## src/hdl/arsp_defs.vh

```
// Constants for the result serial port: widths and master clock timing.
// Assumes a 100 MHz system clock and a master clock tick from a divider.
`ifndef ARSP_DEFS_VH
`define ARSP_DEFS_VH
`define ARSP_WORD_BITS      20
`define ARSP_MCLK_DIV       3050
`define ARSP_CS_ACCESS_MCLK 2
`define ARSP_DR_ACCESS_MCLK 3
`define ARSP_DR_BLIND_MCLK  2'h2
`endif

```

## src/hdl/arsp_sync.v

```verilog
// Two-flip-flop synchroniser for one asynchronous level.
// Assumes the input is from outside the i_clock domain.
`default_nettype none
module arsp_sync (
  // Clock and reset
  input  wire i_clock,
  input  wire i_arst_n,
  // Level in and out
  input  wire i_async,
  output wire o_sync
);
  reg stage1;
  reg stage2;
  always @(posedge i_clock or negedge i_arst_n) begin
    if (!i_arst_n) begin
      stage1 <= 1'b0;
      stage2 <= 1'b0;
    end else begin
      stage1 <= i_async;
      stage2 <= stage1;
    end
  end
  assign o_sync = stage2;
endmodule // arsp_sync
`default_nettype wire

```

## src/hdl/arsp_port.v

```verilog
// Result serial port: shifts a finished conversion word, taken only while idle, out MSB first.
// Assumes chip select, mode and host serial clock arrive asynchronously
// and that the converter hands a word with a one-cycle valid pulse.
`default_nettype none
`include "arsp_defs.vh"
module arsp_port #(
  parameter WORD_BITS = `ARSP_WORD_BITS,
  parameter MCLK_DIV  = `ARSP_MCLK_DIV
) (
  // Clock and reset
  input  wire                 i_clock,
  input  wire                 i_arst_n,
  // Converter side
  input  wire                 i_result_valid,
  input  wire [WORD_BITS-1:0] i_result_word,
  // Pins
  input  wire                 i_serial_mode_select,
  input  wire                 i_chip_select_n,
  input  wire                 i_serial_clock_in,
  output wire                 o_result_ready_n,
  output reg                  o_serial_result_out,
  output reg                  o_serial_result_oe,
  output reg                  o_serial_clock_out,
  output reg                  o_serial_clock_oe
);
  localparam ST_IDLE  = 3'd0;
  localparam ST_WAIT  = 3'd1;
  localparam ST_LEAD  = 3'd2;
  localparam ST_HIGH  = 3'd3;
  localparam ST_LOW   = 3'd4;
  localparam ST_TAIL  = 3'd5;
  localparam ST_EXT   = 3'd6;
  localparam CW = 5;

  wire mode_self;
  wire cs_n;
  wire sclk_in;
  reg  [11:0] div_count;
  reg  mclk_tick;
  reg  [WORD_BITS-1:0] shift;
  reg  [CW-1:0] bits_left;
  reg  [1:0] wait_count;
  reg  [2:0] state;
  reg  ready_n;
  reg  [1:0] blind_count;
  reg  sclk_prev;
  reg  ext_armed;
  reg  cs_prev;
  wire sclk_rise;
  wire sclk_fall;
  wire cs_act;

  arsp_sync u_mode (.i_clock(i_clock), .i_arst_n(i_arst_n),
    .i_async(i_serial_mode_select), .o_sync(mode_self));
  arsp_sync u_cs (.i_clock(i_clock), .i_arst_n(i_arst_n),
    .i_async(~i_chip_select_n), .o_sync(cs_act));
  arsp_sync u_sck (.i_clock(i_clock), .i_arst_n(i_arst_n),
    .i_async(i_serial_clock_in), .o_sync(sclk_in));
  assign cs_n      = ~cs_act;
  assign sclk_rise = sclk_in & ~sclk_prev;
  assign sclk_fall = ~sclk_in & sclk_prev;
  assign o_result_ready_n = ready_n;

  ////////////////////////////////////////////////////////////////////////
  // Helpers. The word register moves the same way in both modes.
  function [WORD_BITS-1:0] shift_up;
    input [WORD_BITS-1:0] word;
    begin
      shift_up = {word[WORD_BITS-2:0], 1'b0};
    end
  endfunction

  // Bit counts are narrower than an integer, so the cut is made here.
  function [CW-1:0] to_count;
    input integer n;
    begin
      to_count = n[CW-1:0];
    end
  endfunction

  ////////////////////////////////////////////////////////////////////////
  // Master clock tick divider.
  always @(posedge i_clock or negedge i_arst_n) begin
    if (!i_arst_n) begin
      div_count <= 12'h000;
      mclk_tick <= 1'b0;
    end else if (div_count == MCLK_DIV - 1) begin
      div_count <= 12'h000;
      mclk_tick <= 1'b1;
    end else begin
      div_count <= div_count + 12'h001;
      mclk_tick <= 1'b0;
    end
  end

  ////////////////////////////////////////////////////////////////////////
  // Shift engine. Outputs are registered so pins never glitch.
  always @(posedge i_clock or negedge i_arst_n) begin
    if (!i_arst_n) begin
      state               <= ST_IDLE;
      shift               <= {WORD_BITS{1'b0}};
      bits_left           <= {CW{1'b0}};
      wait_count          <= 2'h0;
      ready_n             <= 1'b1;
      blind_count         <= 2'h0;
      sclk_prev           <= 1'b0;
      ext_armed           <= 1'b0;
      cs_prev             <= 1'b1;
      o_serial_result_out <= 1'b0;
      o_serial_result_oe  <= 1'b0;
      o_serial_clock_out  <= 1'b0;
      o_serial_clock_oe   <= 1'b0;
    end else begin
      sclk_prev <= sclk_in;
      cs_prev   <= cs_n;
      if (mclk_tick && blind_count != 2'h0)
        blind_count <= blind_count - 2'h1;
      if (i_result_valid && state == ST_IDLE) begin
        // Ready goes high for two master clocks, then falls with new word.
        shift       <= i_result_word;
        bits_left   <= to_count(WORD_BITS);
        ready_n     <= 1'b1;
        blind_count <= `ARSP_DR_BLIND_MCLK;
        wait_count  <= 2'h0;
      end else if (ready_n && state == ST_IDLE && bits_left != 0
                   && blind_count == 2'h0) begin
        ready_n <= 1'b0;
      end
      case (state)
        ST_IDLE: begin
          // Select held through the ready-high gap waits; shifting starts once ready falls.
          if (!cs_n && !ready_n && bits_left != 0 &&
              blind_count == 2'h0) begin
            wait_count <= 2'h0;
            state      <= mode_self ? ST_WAIT : ST_EXT;
            ext_armed  <= 1'b0;
          end
        end
        ST_WAIT: begin
          if (cs_n) begin
            state <= ST_IDLE;
          end else if (mclk_tick) begin
            // One tick after select: fits both access limits.
            o_serial_result_out <= shift[WORD_BITS-1];
            o_serial_result_oe  <= 1'b1;
            o_serial_clock_oe   <= 1'b1;
            state               <= ST_LEAD;
          end
        end
        ST_LEAD: if (mclk_tick) begin
          o_serial_clock_out <= 1'b1;
          bits_left          <= bits_left - 1'b1;
          state              <= ST_HIGH;
        end
        ST_HIGH: if (mclk_tick) begin
          o_serial_clock_out <= 1'b0;
          if (bits_left == 0) begin
            state <= ST_TAIL;
          end else if (cs_n) begin
            state <= ST_TAIL;
          end else begin
            shift               <= shift_up(shift);
            o_serial_result_out <= shift[WORD_BITS-2];
            state               <= ST_LOW;
          end
        end
        ST_LOW: if (mclk_tick) begin
          o_serial_clock_out <= 1'b1;
          bits_left          <= bits_left - 1'b1;
          state              <= ST_HIGH;
        end
        ST_TAIL: begin
          // Float one master clock after the last rising edge.
          o_serial_result_oe <= 1'b0;
          o_serial_clock_oe  <= 1'b0;
          ready_n            <= 1'b1;
          // A self-clocked word cut short by select is not offered again; the host
          // has to wait for the next result instead.
          bits_left          <= {CW{1'b0}};
          state <= ST_IDLE;
        end
        ST_EXT: begin
          if (cs_n) begin
            // Release at once; no bit is mid-flight between host edges.
            o_serial_result_oe <= 1'b0;
            state              <= ST_IDLE;
          end else begin
            o_serial_result_oe  <= 1'b1;
            if (!ext_armed) o_serial_result_out <= shift[WORD_BITS-1];
            if (sclk_rise) ext_armed <= 1'b1;
            if (sclk_fall && ext_armed) begin
              shift     <= shift_up(shift);
              bits_left <= bits_left - 1'b1;
              o_serial_result_out <= shift[WORD_BITS-2];
              if (bits_left == 1) begin
                o_serial_result_oe <= 1'b0;
                ready_n            <= 1'b1;
                state              <= ST_IDLE;
              end
            end
          end
        end
        default: state <= ST_IDLE;
      endcase
    end
  end
endmodule // arsp_port
`default_nettype wire

```

## config.mk

```make
export PLATFORM = sky130hd
export DESIGN_NAME = arsp_port
export DESIGN_NICKNAME = d
export VERILOG_FILES = /design/src/hdl/arsp_sync.v /design/src/hdl/arsp_port.v
export VERILOG_INCLUDE_DIRS = /design/src /design/src/hdl
export SDC_FILE = /design/constraint.sdc
export NUM_CORES = 1
export LEC_CHECK = 0
export ABC_CLOCK_PERIOD_IN_PS = 1880
export BUFFER_PORTS_ARGS = -buffer_cell sky130_fd_sc_hd__buf_2
export CAP_MARGIN = 25
export CORE_UTILIZATION = 45
export CTS_BUF_LIST = sky130_fd_sc_hd__clkbuf_4
export DETAILED_ROUTE_END_ITERATION = 7
export GPL_ROUTABILITY_DRIVEN = 0
export PLACE_DENSITY_LB_ADDON = 0.1
export SLEW_MARGIN = 20
export SYNTH_ARGS = -nofsm -noshare
export SYNTH_HDL_FRONTEND = slang
export SYNTH_SLANG_ARGS = --single-unit
```

## constraint.sdc

```tcl
create_clock -name i_clock -period 1.88 [get_ports i_clock]
set_input_delay 0.188 -clock i_clock [delete_from_list [all_inputs] [get_ports i_clock]]
set_output_delay 0.188 -clock i_clock [all_outputs]
set_load 0.05 [all_outputs]
```

======== Yosys cells after proc, flatten, opt, wreduce, memory -nomap -nowiden ========
Cells that the tools add are included.
word-level totals
  logic and storage cells ................. 132
  bits in registers ....................... 56
cells by class
  add/sub/neg operators ................... 3
  eq/ne operators ......................... 21
  reductions and logical operators ........ 28
  multiplexer cells ....................... 56
  bitwise logic cells ..................... 5
operator list
  operator                                                         number
  20-bit 2-to-1 mux                                                6
  20-bit case mux with 2 select lines                              1
  3-bit 2-to-1 mux                                                 9
  1-bit 2-to-1 mux                                                 25
  5-bit 2-to-1 mux                                                 4
  3-bit case mux with 5 select lines                               1
  5-bit case mux with 3 select lines                               1
  12-bit by 1-bit adder with 12-bit output, second input constant  1
  12-bit == test, second input constant                            1
  12-bit 2-to-1 mux                                                1
  3-bit != test, second input constant                             4
  2-bit by 1-bit != test with 1-bit output, second input constant  5
  2-bit nonzero test                                               5
  3-bit == test, second input constant                             3
  1-bit logical AND                                                9
  3-bit AND reduction                                              3
  2-bit != test, second input constant                             4
  1-bit case mux with 2 select lines                               4
  8-bit AND reduction                                              1
  3-bit by 2-bit == test with 1-bit output, second input constant  2
  1-bit case mux with 3 select lines                               2
  6-bit AND reduction                                              1
  3-bit nonzero test                                               2
  5-bit by 1-bit == test with 1-bit output, second input constant  1
  other kinds (13)                                                 17

======== Longest topological paths before layout ========
Gate-level depths: netlist (run 1).
  word-level depth ........................ 10
  depth in mapped cells ................... 8
  gate-level depth less buffers ........... 6

======== Hierarchy ========
From an unflattened synthesis (run 1), not the netlist that was laid out.
second synthesis, totals
  cells, all modules ...................... 282
  area total of the unflattened synthesis .. 2859.0 sq um
modules (own cells, without submodules)
  module     instances  cells an instance  area an instance (sq um)
  arsp_port  1          276                2708.8
  arsp_sync  3          2                  50.0

======== Least setup slack after synthesis (run 1) ========
No wires, ideal clock.
  kind .................................... register to register
  from .................................... register bits_left[1]
  to ...................................... register state[2]
  required time ........................... 1.752 ns
  arrival time ............................ 1.679 ns
  setup time .............................. 0.128 ns
  buffers on the path ..................... 0
  clock period less this slack ............ 1.806 ns
  stages on the path, launching flop included .. 7
  slack ................................... 0.074 ns
  cells stage by stage .................... dfrtp_1 -> inv_1 -> ha_1 -> nand2b_1 -> or4_4 -> a211oi_2 -> mux2_1
between the ends
  cells in the longest elaborated chain, start to end .. 5
  elaborated cells between the ends (all ways) .. 7
  those cells by class .................... 3 x eq/ne; 4 x reduce/logical
ends and longest elaborated chain
  what                                                       line             source
  start, declared                                            arsp_port.v:41   reg [CW-1:0] bits_left;
  start signal, assigned                                     arsp_port.v:102  bits_left <= {CW{1'b0}};
  start signal, assigned                                     arsp_port.v:121  bits_left <= to_count(WORD_BITS);
  start signal, assigned                                     arsp_port.v:152  bits_left <= bits_left - 1'b1;
  5-bit nonzero test                                         arsp_port.v:132  if (!cs_n && !ready_n && bits_left != 0 &&
  1-bit logical AND (2 in series)                            arsp_port.v:132
  2-bit by 1-bit != test with 1-bit output (no source line)  --
  6-bit AND reduction (no source line) (*)                   --
  end signal, assigned                                       arsp_port.v:135  state <= mode_self ? ST_WAIT : ST_EXT;
  end, declared                                              arsp_port.v:43   reg [2:0] state;
Every way passes the cells marked *; elsewhere a longest branch is shown, timed or not.
A chain may end at the register's enable or synchronous reset.

======== Worst setup path after layout (run 1) ========
Ends and elaborated chain as after synthesis.

==> run metrics, run 1 <==
Post-synth EDFFs=0; Final Hold Fails=0; cell area after synthesis=0.00284 sq mm; Crit Path Class=reg -> reg; cells after synthesis=286; vias per cell=5.39; Max rail drop VDD=0.690 mV; vias in the first global route=2066; Int Power=2.51 mW; Final Skew=0.00868 ns; Layout Utilization=56.4%; FF-to-FF End=state[2]; Yosys top cell area share=48.4%; Unique masters post-synth=51; Hold WC Path Type=in -> reg; largest net degree at the start of global routing=57; Pwr per Cell Area=1170 mW/mm^2; fin area=0.00338 sq mm; min Tclk post-route=1.80 ns; clk sinks=56; I/O pin count=31; total power draw=3.95 mW; status=finished clean; power share of the clock group=13.9%; DIE AREA=0.00664 sq mm; Clock Tree Buf Depth=2; Switching Fraction=36.6%; mux contribution to synthesized area=8.54%; cell count of the worst hold path=3; latest clock arrival within the worst-skew pair=0.37 ns; post-synthesis compound-gate area fraction=13.4%; Fmax=556 MHz; chip height=81.5 um; Post-Place Cell Area=0.00323 sq mm; area of the core=0.00599 sq mm; Synthesized Nets=318; Critical Path RT=2.16 ns; hold endpoint=shift[0]; Worst Setup End Kind=register; logic gate share of total power=41.1%; synthesized area per cell=9.94 sq um; Worst-Margin Slew=0.501 ns; Post-Route WL=5550 um; Worst slew margin=66.6%; Max Cap Viol=0; first-pass GRT wire length=9390 um; Layout area overhead=19.0%; Root Buffer Master=clkbuf_4; leading post-synthesis cells by cell area=dfrtp_1 (48%), mux2i_1 (7.7%), nand2_1 (4.4%); register-to-register setup slack=0.08 ns; CP max FO=3; Die W=81.5 um; Vias=2215; crit path DAT=2.07 ns; total grt overflow=0; DRC=0; Min Hold Slack=0.0602 ns; htree depth=2; reported net switching power=1.45 mW; layout cells sized above 1=23.5%; Filler cells=541; Synth Register Bits=56; Detailed Routing Iterations Pass 1=5; Antenna diodes=0; simple-gate share of the synthesized area=18.2%; XOR/XNOR share of the synthesized area=3.70%; RR Startpoint=bits_left[1]; CTS buffer count=5; largest family of logic cells by synthesized area=simple AND/OR/NAND/NOR gates; routed length per instance=13.5 um; Warnings, synthesis=0; Initial Utilization=47.4%; Hold Path Origin=i_result_word[0]; post-DP HPWL=3860 um; initial DRC count=118; initial antenna violation count=0; TritonCTS clock tree=built; FF-to-FF path depth=6; row cnt=28; CP Launch Type=register; register area share after synthesis=49.4%; period utilization=95.6%; Async S/R FF share, synth=100%; dominant cell type by area after synthesis=dfrtp_1; leak pwr=1.43 nW; max-slew violations=0; IO Port Bufs=30; Nets=367; Post-synth top flop=dfrtp_1; post-route ant nets=0; RSZ-0062 raised after global routing=true; setup-violating endpoint count in the final report=0; Seq pwr share=44.9%; Synth Area in Adders=2.64%; Reg clk slew, reported paths=0.15 ns; Global Route Usage Sum=18.5%
[worst max-delay path, stage by stage (launching register included)]
cell	delay (ns)
dfrtp_1	0.41
inv_2	0.08
ha_1	0.13
nand2b_1	0.05
or4_4	0.44
a211oi_4	0.27
mux2_4	0.32
[metrics by stage]
stage	setup TNS, ns	setup WS, ns	cells
CTS	0	0.0131	408
global placement	0	0.0609	396
floorplan	0	0.0736	286
detailed placement	0	0.0179	396
finish	0	0.0821	411
global route	-0.0208	-0.0189	411
[cell type report]
type	count	area (sq um)	share of cell area, %
clock buffer	8	60.1	1.78
sequential	56	1400	41.5
timing repair buffer	58	408	12.1
multi-input combinational	203	1380	40.7
tap	75	93.8	2.78
inverter	11	41.3	1.22
[state kept, by name, summed over array words and instances, names as in the netlist, 2 cells and up]
register / cells
shift: 20
div_count: 12
bits_left: 5
state: 3
blind_count: 2
[synthesized netlist by cell type (3+ instances only)]
master     n
a31oi_1    3
ha_1       6
nor2_1    28
o22ai_1    4
a211oi_1   3
o21ai_0   23
dfrtp_1   55
nand2b_1   6
nand3b_1   3
o221ai_1   3
nand3_1    5
xor2_1     3
a21oi_1    7
clkbuf_1   4
buf_2     10
nand2_1   33
inv_1     11
or2_2      3
nor3_1     8
xnor2_1    9
mux2i_1   22
[worst max-delay path by stage]
stage	startpoint	end	slack [ns]
finish	bits_left[1]	state[2]	0.08
global route	bits_left[1]	state[2]	-0.02
CTS	bits_left[1]	state[2]	0.01
detailed placement	bits_left[1]	state[2]	0.02
global placement	bits_left[1]	state[2]	0.06
floorplan	bits_left[1]	state[2]	0.07
[power by group through the flow]
stage	Sequential (mW)	Clock (mW)	Combinational, mW
after global placement	1.78	0	1.52
after detailed placement	1.79	0	1.55
final	1.78	0.551	1.63
after CTS	1.77	0.566	1.57
after floorplan	1.79	0	1.05
after global routing	1.83	0.609	1.82
[per-layer routing]
metal  routed length, um  vias up  track usage [%]
li1                    -     1099                -
met2                2680       33             30.6
met3                 177        2             3.89
met5                   0        -                0
met1                2670     1081             25.0
met4                  27        0             4.29
[cells by family (layout without fill, tap and decap cells)]
group,count (synthesis),count (layout)
AND/OR/NAND/NOR,102,102
AO/OA/AOI/OAI,59,59
buffers and inverters,27,77
adder cells (fa/ha/maj),6,6
multiplexers,24,24
flip-flops,56,56
XOR/XNOR,12,12
[cells in the final DEF, fill, tap and decap left out, types with 2 or more instances in the layout]
master / netlist / final
o221ai_1: 3 / 3
nand3b_1: 3 / 3
o22ai_1: 4 / 4
nor2_1: 28 / 28
a21oi_1: 7 / 7
ha_1: 6 / 5
buf_12: 0 / 3
or2_2: 3 / 3
nor2b_1: 2 / 2
nor4_1: 2 / 2
buf_2: 10 / 30
dlygate4sd3_1: 0 / 4
a211oi_1: 3 / 3
o21ai_0: 23 / 23
nand2_1: 33 / 33
xor2_1: 3 / 3
clkbuf_4: 0 / 8
inv_1: 11 / 9
nand3_1: 5 / 5
nor3_1: 8 / 7
nand4b_1: 2 / 2
mux2i_1: 22 / 22
xnor2_1: 9 / 9
o31ai_1: 2 / 2
dfrtp_1: 55 / 55
buf_4: 1 / 21
or3_1: 2 / 2
a31oi_1: 3 / 3
nand2b_1: 6 / 6
inv_2: 0 / 2
[repair_timing]
item | 4_1_cts | 5_1_grt
endpoints found under the setup margin | 0 | 9
gates resized for setup | 0 | 7
setup buffers | 0 | 4
endpoints found under the hold margin | 58 | 0
hold buffers | 4 | 0
No activity file was read; power rests on OpenSTA's default activity.
==> run 2, diff against run 1 <==
- PLACE_DENSITY: unset -> 0.66
- PLACE_DENSITY_LB_ADDON: 0.1 -> unset
==> run metrics, run 2 (same netlist as run 1, synthesis figures left out) <==
latest clock arrival within the worst-skew pair=0.37 ns; most flop-heavy register=shift; most frequent cells in the layout=dfrtp_1 (55), nand2_1 (33), buf_2 (30), nor2_1 (28), o21ai_0 (23); Hold WC Path Type=in -> reg; final std cells w/o fill=408; RSZ-0062 raised after global routing=true; Max rail drop VDD=0.781 mV; post-DP HPWL=3870 um; Vias=2202; Reg clk slew, reported paths=0.16 ns; largest net degree at the start of global routing=57; FF-to-FF End=state[2]; Filler cells=529; Setup WS post-layout=0.0857 ns; CP Cell Sequence=inv_2 > ha_1 > nand2b_1 > or4_4 > a211oi_4 > mux2_4; Worst-Margin Slew=0.440 ns; Clock Tree Buf Depth=2; IO Port Bufs=30; largest registers=shift: 20 flops, div_count: 12 flops, bits_left: 5 flops; cell count of the worst hold path=3; Min Hold Slack=0.0708 ns; register-to-register setup slack=0.09 ns; row cnt=28; initial antenna violation count=0; Critical-path top delay cell=or4_4; Worst slew margin=70.4%; area of the core=0.00599 sq mm; routed length per instance=13.8 um; CP max FO=4; DRC=0; Post-Route WL=5610 um; fin area=0.00337 sq mm; most common cell after layout, fill and taps aside=dfrtp_1; post-route ant nets=0; CP Launch Type=register; first-pass GRT wire length=9600 um; FF-to-FF path depth=6; initial DRC count=189; Root Buffer Master=clkbuf_4; RR Startpoint=bits_left[1]; DIE AREA=0.00664 sq mm; Post-Place Cell Area=0.00323 sq mm; DP Cell Count=396; setup-violating endpoint count in the final report=0; Max Cap Viol=0; Worst Setup End Kind=register; TritonCTS clock tree=built; Fmax=557 MHz; htree depth=2; Final Skew=0.0136 ns; postcts setup bufs=0; Pwr per Cell Area=1210 mW/mm^2; total grt overflow=0; dpl ws=0.0206 ns; I/O pin count=31; clk sinks=56; vias per cell=5.40; Layout area overhead=18.8%; hold endpoint=shift[0]; Global Route Usage Sum=19.0%; setup TNS=0 ns; period utilization=95.4%; worst stage delay on the critical path=0.45 ns; crit path DAT=2.07 ns; Nets=364; Critical Path RT=2.16 ns; Crit Path Class=reg -> reg; Hold Path Origin=i_result_word[0]; min Tclk post-route=1.79 ns; status=finished clean; Final Hold Fails=0; Antenna diodes=0; layout cells sized above 1=22.2%; vias in the first global route=2101; CTS buffer count=5; Detailed Routing Iterations Pass 1=5; leak pwr=1.43 nW; Die W=81.5 um; max-slew violations=0; max FFs per register=20; Initial Utilization=47.4%; chip height=81.5 um
run 2: cell count changes in the layout (fill, tap and decap cells not counted):
cell and change:
a221oi_2 +1, clkbuf_4 -2, o21a_4 -1, a221oi_1 -1, bufinv_16 +1, buf_4 -3
ha_2 -1, clkinv_2 +1, o21a_1 +1, ha_1 +1, inv_1 +1, inv_2 -1
run 2: area by class of cell:
type | instances | area, sq um | area share, %
well taps | 75 | 93.8 | 2.78
repair buffers | 55 | 385 | 11.4
clock inverters | 2 | 35.0 | 1.04
clock buffers | 6 | 45.0 | 1.33
inverters | 11 | 41.3 | 1.22
flip-flops and latches | 56 | 1400 | 41.6
multi-input cells | 203 | 1370 | 40.6
run 2: where the power goes:
part / switching, mW / internal [mW]
clock: 0.363 / 0.294
sequential: 0.277 / 1.52
combinational: 0.833 / 0.780
run 2: repair_timing:
item | in CTS | in global routing
hold endpoints to repair | 58 | 0
resized for setup | 0 | 5
hold buffers | 4 | 0
setup endpoints to repair | 0 | 18
run 2: worst max path at each step:
stage / to / slack (ns) / start / cells after the start
detailed placement: state[2] / 0.02 / bits_left[1] / 6
global placement: state[2] / 0.05 / bits_left[1] / 6
floorplan: state[2] / 0.07 / bits_left[1] / 6
global route: state[2] / -0.006 / state[1] / 5
finish: state[2] / 0.09 / bits_left[1] / 6
CTS: state[2] / 0.0005 / bits_left[1] / 6
run 2: critical path: cells and delay by family (launching register included):
family,cells,cell delay (ns)
AO/OA/AOI/OAI,1,0.25
multiplexers,1,0.32
buffers and inverters,1,0.08
adder cells (fa/ha/maj),1,0.14
flip-flops,1,0.42
AND/OR/NAND/NOR,2,0.50
run 2: through the flow:
stage / total power [mW] / util [%]
floorplan: 2.83 / -
global placement: 3.32 / 53.9
detailed placement: 3.35 / 53.9
CTS: 4.03 / 55.9
global route: 4.38 / 56.3
finish: 4.07 / 56.3
run 2: routing by layer:
metal | global-route usage, % | vias up | part of all wire [%]
met3 | 4.11 | 7 | 3.8
met1 | 26.2 | 1063 | 50
met2 | 29.9 | 38 | 45
met5 | 0 | - | 0
met4 | 5.71 | 0 | 1.2
li1 | - | 1094 | -
==> run 3, diff against run 2 <==
- CORE_UTILIZATION: 45 -> 55
- PLACE_DENSITY: 0.66 -> 0.78
- RECOVER_POWER: unset -> 50
==> run metrics, run 3 (same netlist as run 1, synthesis figures left out) <==
Clock Tree Buf Depth=2; CP Launch Type=register; post-route ant nets=0; Worst-Margin Slew=1.18 ns; Reg clk slew, reported paths=0.16 ns; TritonCTS clock tree=built; Hold WC Path Type=in -> reg; Final Hold Fails=0; Detailed Routing Iterations Pass 1=4; Max Cap Viol=0; Root Buffer Master=clkbuf_4; latest clock arrival within the worst-skew pair=0.37 ns; total power draw=3.90 mW; Max rail drop VDD=0.530 mV; clk sinks=56; largest net degree at the start of global routing=40; Pwr per Cell Area=1170 mW/mm^2; crit path DAT=2.13 ns; Die W=73.9 um; max FFs per register=20; Initial Utilization=58.6%; DIE AREA=0.00546 sq mm; area of the core=0.00485 sq mm; Post-Route WL=5380 um; Antenna diodes=0; period utilization=98.8%; Setup WS post-layout=0.0234 ns; post-DP HPWL=3870 um; htree depth=2; Global Route Usage Sum=22.3%; Worst slew margin=21.5%; Filler cells=374; Crit Path Class=reg -> reg; vias in the first global route=2016; layout cells sized above 1=21.3%; IO Port Bufs=30; min Tclk post-route=1.86 ns; Vias=2198; row cnt=25; Layout area overhead=17.2%; Worst Setup End Kind=register; total grt overflow=0; leak pwr=1.40 nW; largest registers=shift: 20 flops, div_count: 12 flops, bits_left: 5 flops; setup-violating endpoint count in the final report=0; DRC=0; vias per cell=5.50; Fmax=539 MHz; Nets=364; routed length per instance=13.5 um; Final Skew=0.0169 ns; CP max FO=4; dpl ws=0.000116 ns; register-to-register setup slack=0.02 ns; initial antenna violation count=0; I/O pin count=31; most common cell after layout, fill and taps aside=dfrtp_1; CTS buffer count=5; max-slew violations=0; most frequent cells in the layout=dfrtp_1 (54), nand2_1 (33), buf_2 (29), nor2_1 (28), o21ai_0 (23); initial DRC count=126; most flop-heavy register=shift; first-pass GRT wire length=9270 um; status=finished clean; chip height=73.9 um; Critical Path RT=2.16 ns
run 3: cell types whose count changed in the layout (fill, tap and decap cells not counted):
cell / delta
clkbuf_1: +2
bufinv_16: -1
clkinvlp_4: +1
clkinv_1: +1
a221oi_2: -1
clkinv_2: -1
buf_4: -1
a221oi_1: +1
dfrtp_2: +1
buf_2: -1
dfrtp_1: -1
run 3: cell type report:
class / instances / area (sq um) / area share (%)
Multi-Input combinational cell: 203 / 1370 / 41.0
Clock buffer: 6 / 45.0 / 1.35
Tap cell: 67 / 83.8 / 2.52
Sequential cell: 56 / 1400 / 42.1
Timing Repair Buffer: 55 / 380 / 11.4
Clock inverter: 2 / 11.3 / 0.338
Inverter: 11 / 41.3 / 1.24
run 3: worst max-delay path: stages, from the launching register on:
cell      delay [ns]
dfrtp_1         0.42
inv_2           0.08
ha_1            0.14
nand2b_1        0.05
or4_4           0.46
a211oi_4        0.30
mux2_4          0.32
run 3: layer usage:
| metal | global-route usage, % | part of all wire [%] | vias to the layer above | wire (um) |
|---|---|---|---|---|
| li1 | - | - | 1103 | - |
| met1 | 32.0 | 48 | 1041 | 2590 |
| met2 | 33.5 | 46 | 40 | 2490 |
| met3 | 3.98 | 2.9 | 14 | 157 |
| met4 | 8.76 | 2.7 | 0 | 145 |
| met5 | 0 | 0 | - | 0 |
run 3: power by group:
group	leakage (nW)	internal [mW]	switching, mW	total (mW)
Sequential	0.677	1.52	0.263	1.79
Clock	0.0293	0.158	0.350	0.508
Combinational	0.695	0.772	0.831	1.60
run 3: path summary, 6_finish.rpt:
check | startpoint | end | cells past startpoint
max in group asynchronous | i_arst_n | bits_left[2] | 3
worst max-delay path | bits_left[1] | state[2] | 6
worst max register to register | bits_left[1] | state[2] | 6
min in group asynchronous | i_arst_n | o_serial_clock_oe | 2
worst min-delay path | i_result_word[0] | shift[0] | 3
worst min register to register | u_sck.stage1 | u_sck.o_sync | 0
run 3: repair_timing:
| action | CTS | global route |
|---|---|---|
| pin swaps | 1 | 1 |
| resized for setup | 1 | 4 |
| endpoints found under the hold margin | 21 | 0 |
| hold buffers | 4 | 0 |
| endpoints found under the setup margin | 1 | 9 |
| setup buffers | 0 | 1 |
run 3: metrics by stage:
stage	hold WS [ns]	TNS (ns)	util [%]	area, sq um	std cells
after floorplan	-0.108	0	-	2840	286
after global placement	0.181	0	66.2	3210	387
after detailed placement	0.179	0	66.2	3210	387
after CTS	0.0572	0	68.4	3310	399
after global routing	0.0650	-0.0498	68.7	3330	400
final	0.0651	0	68.7	3330	400
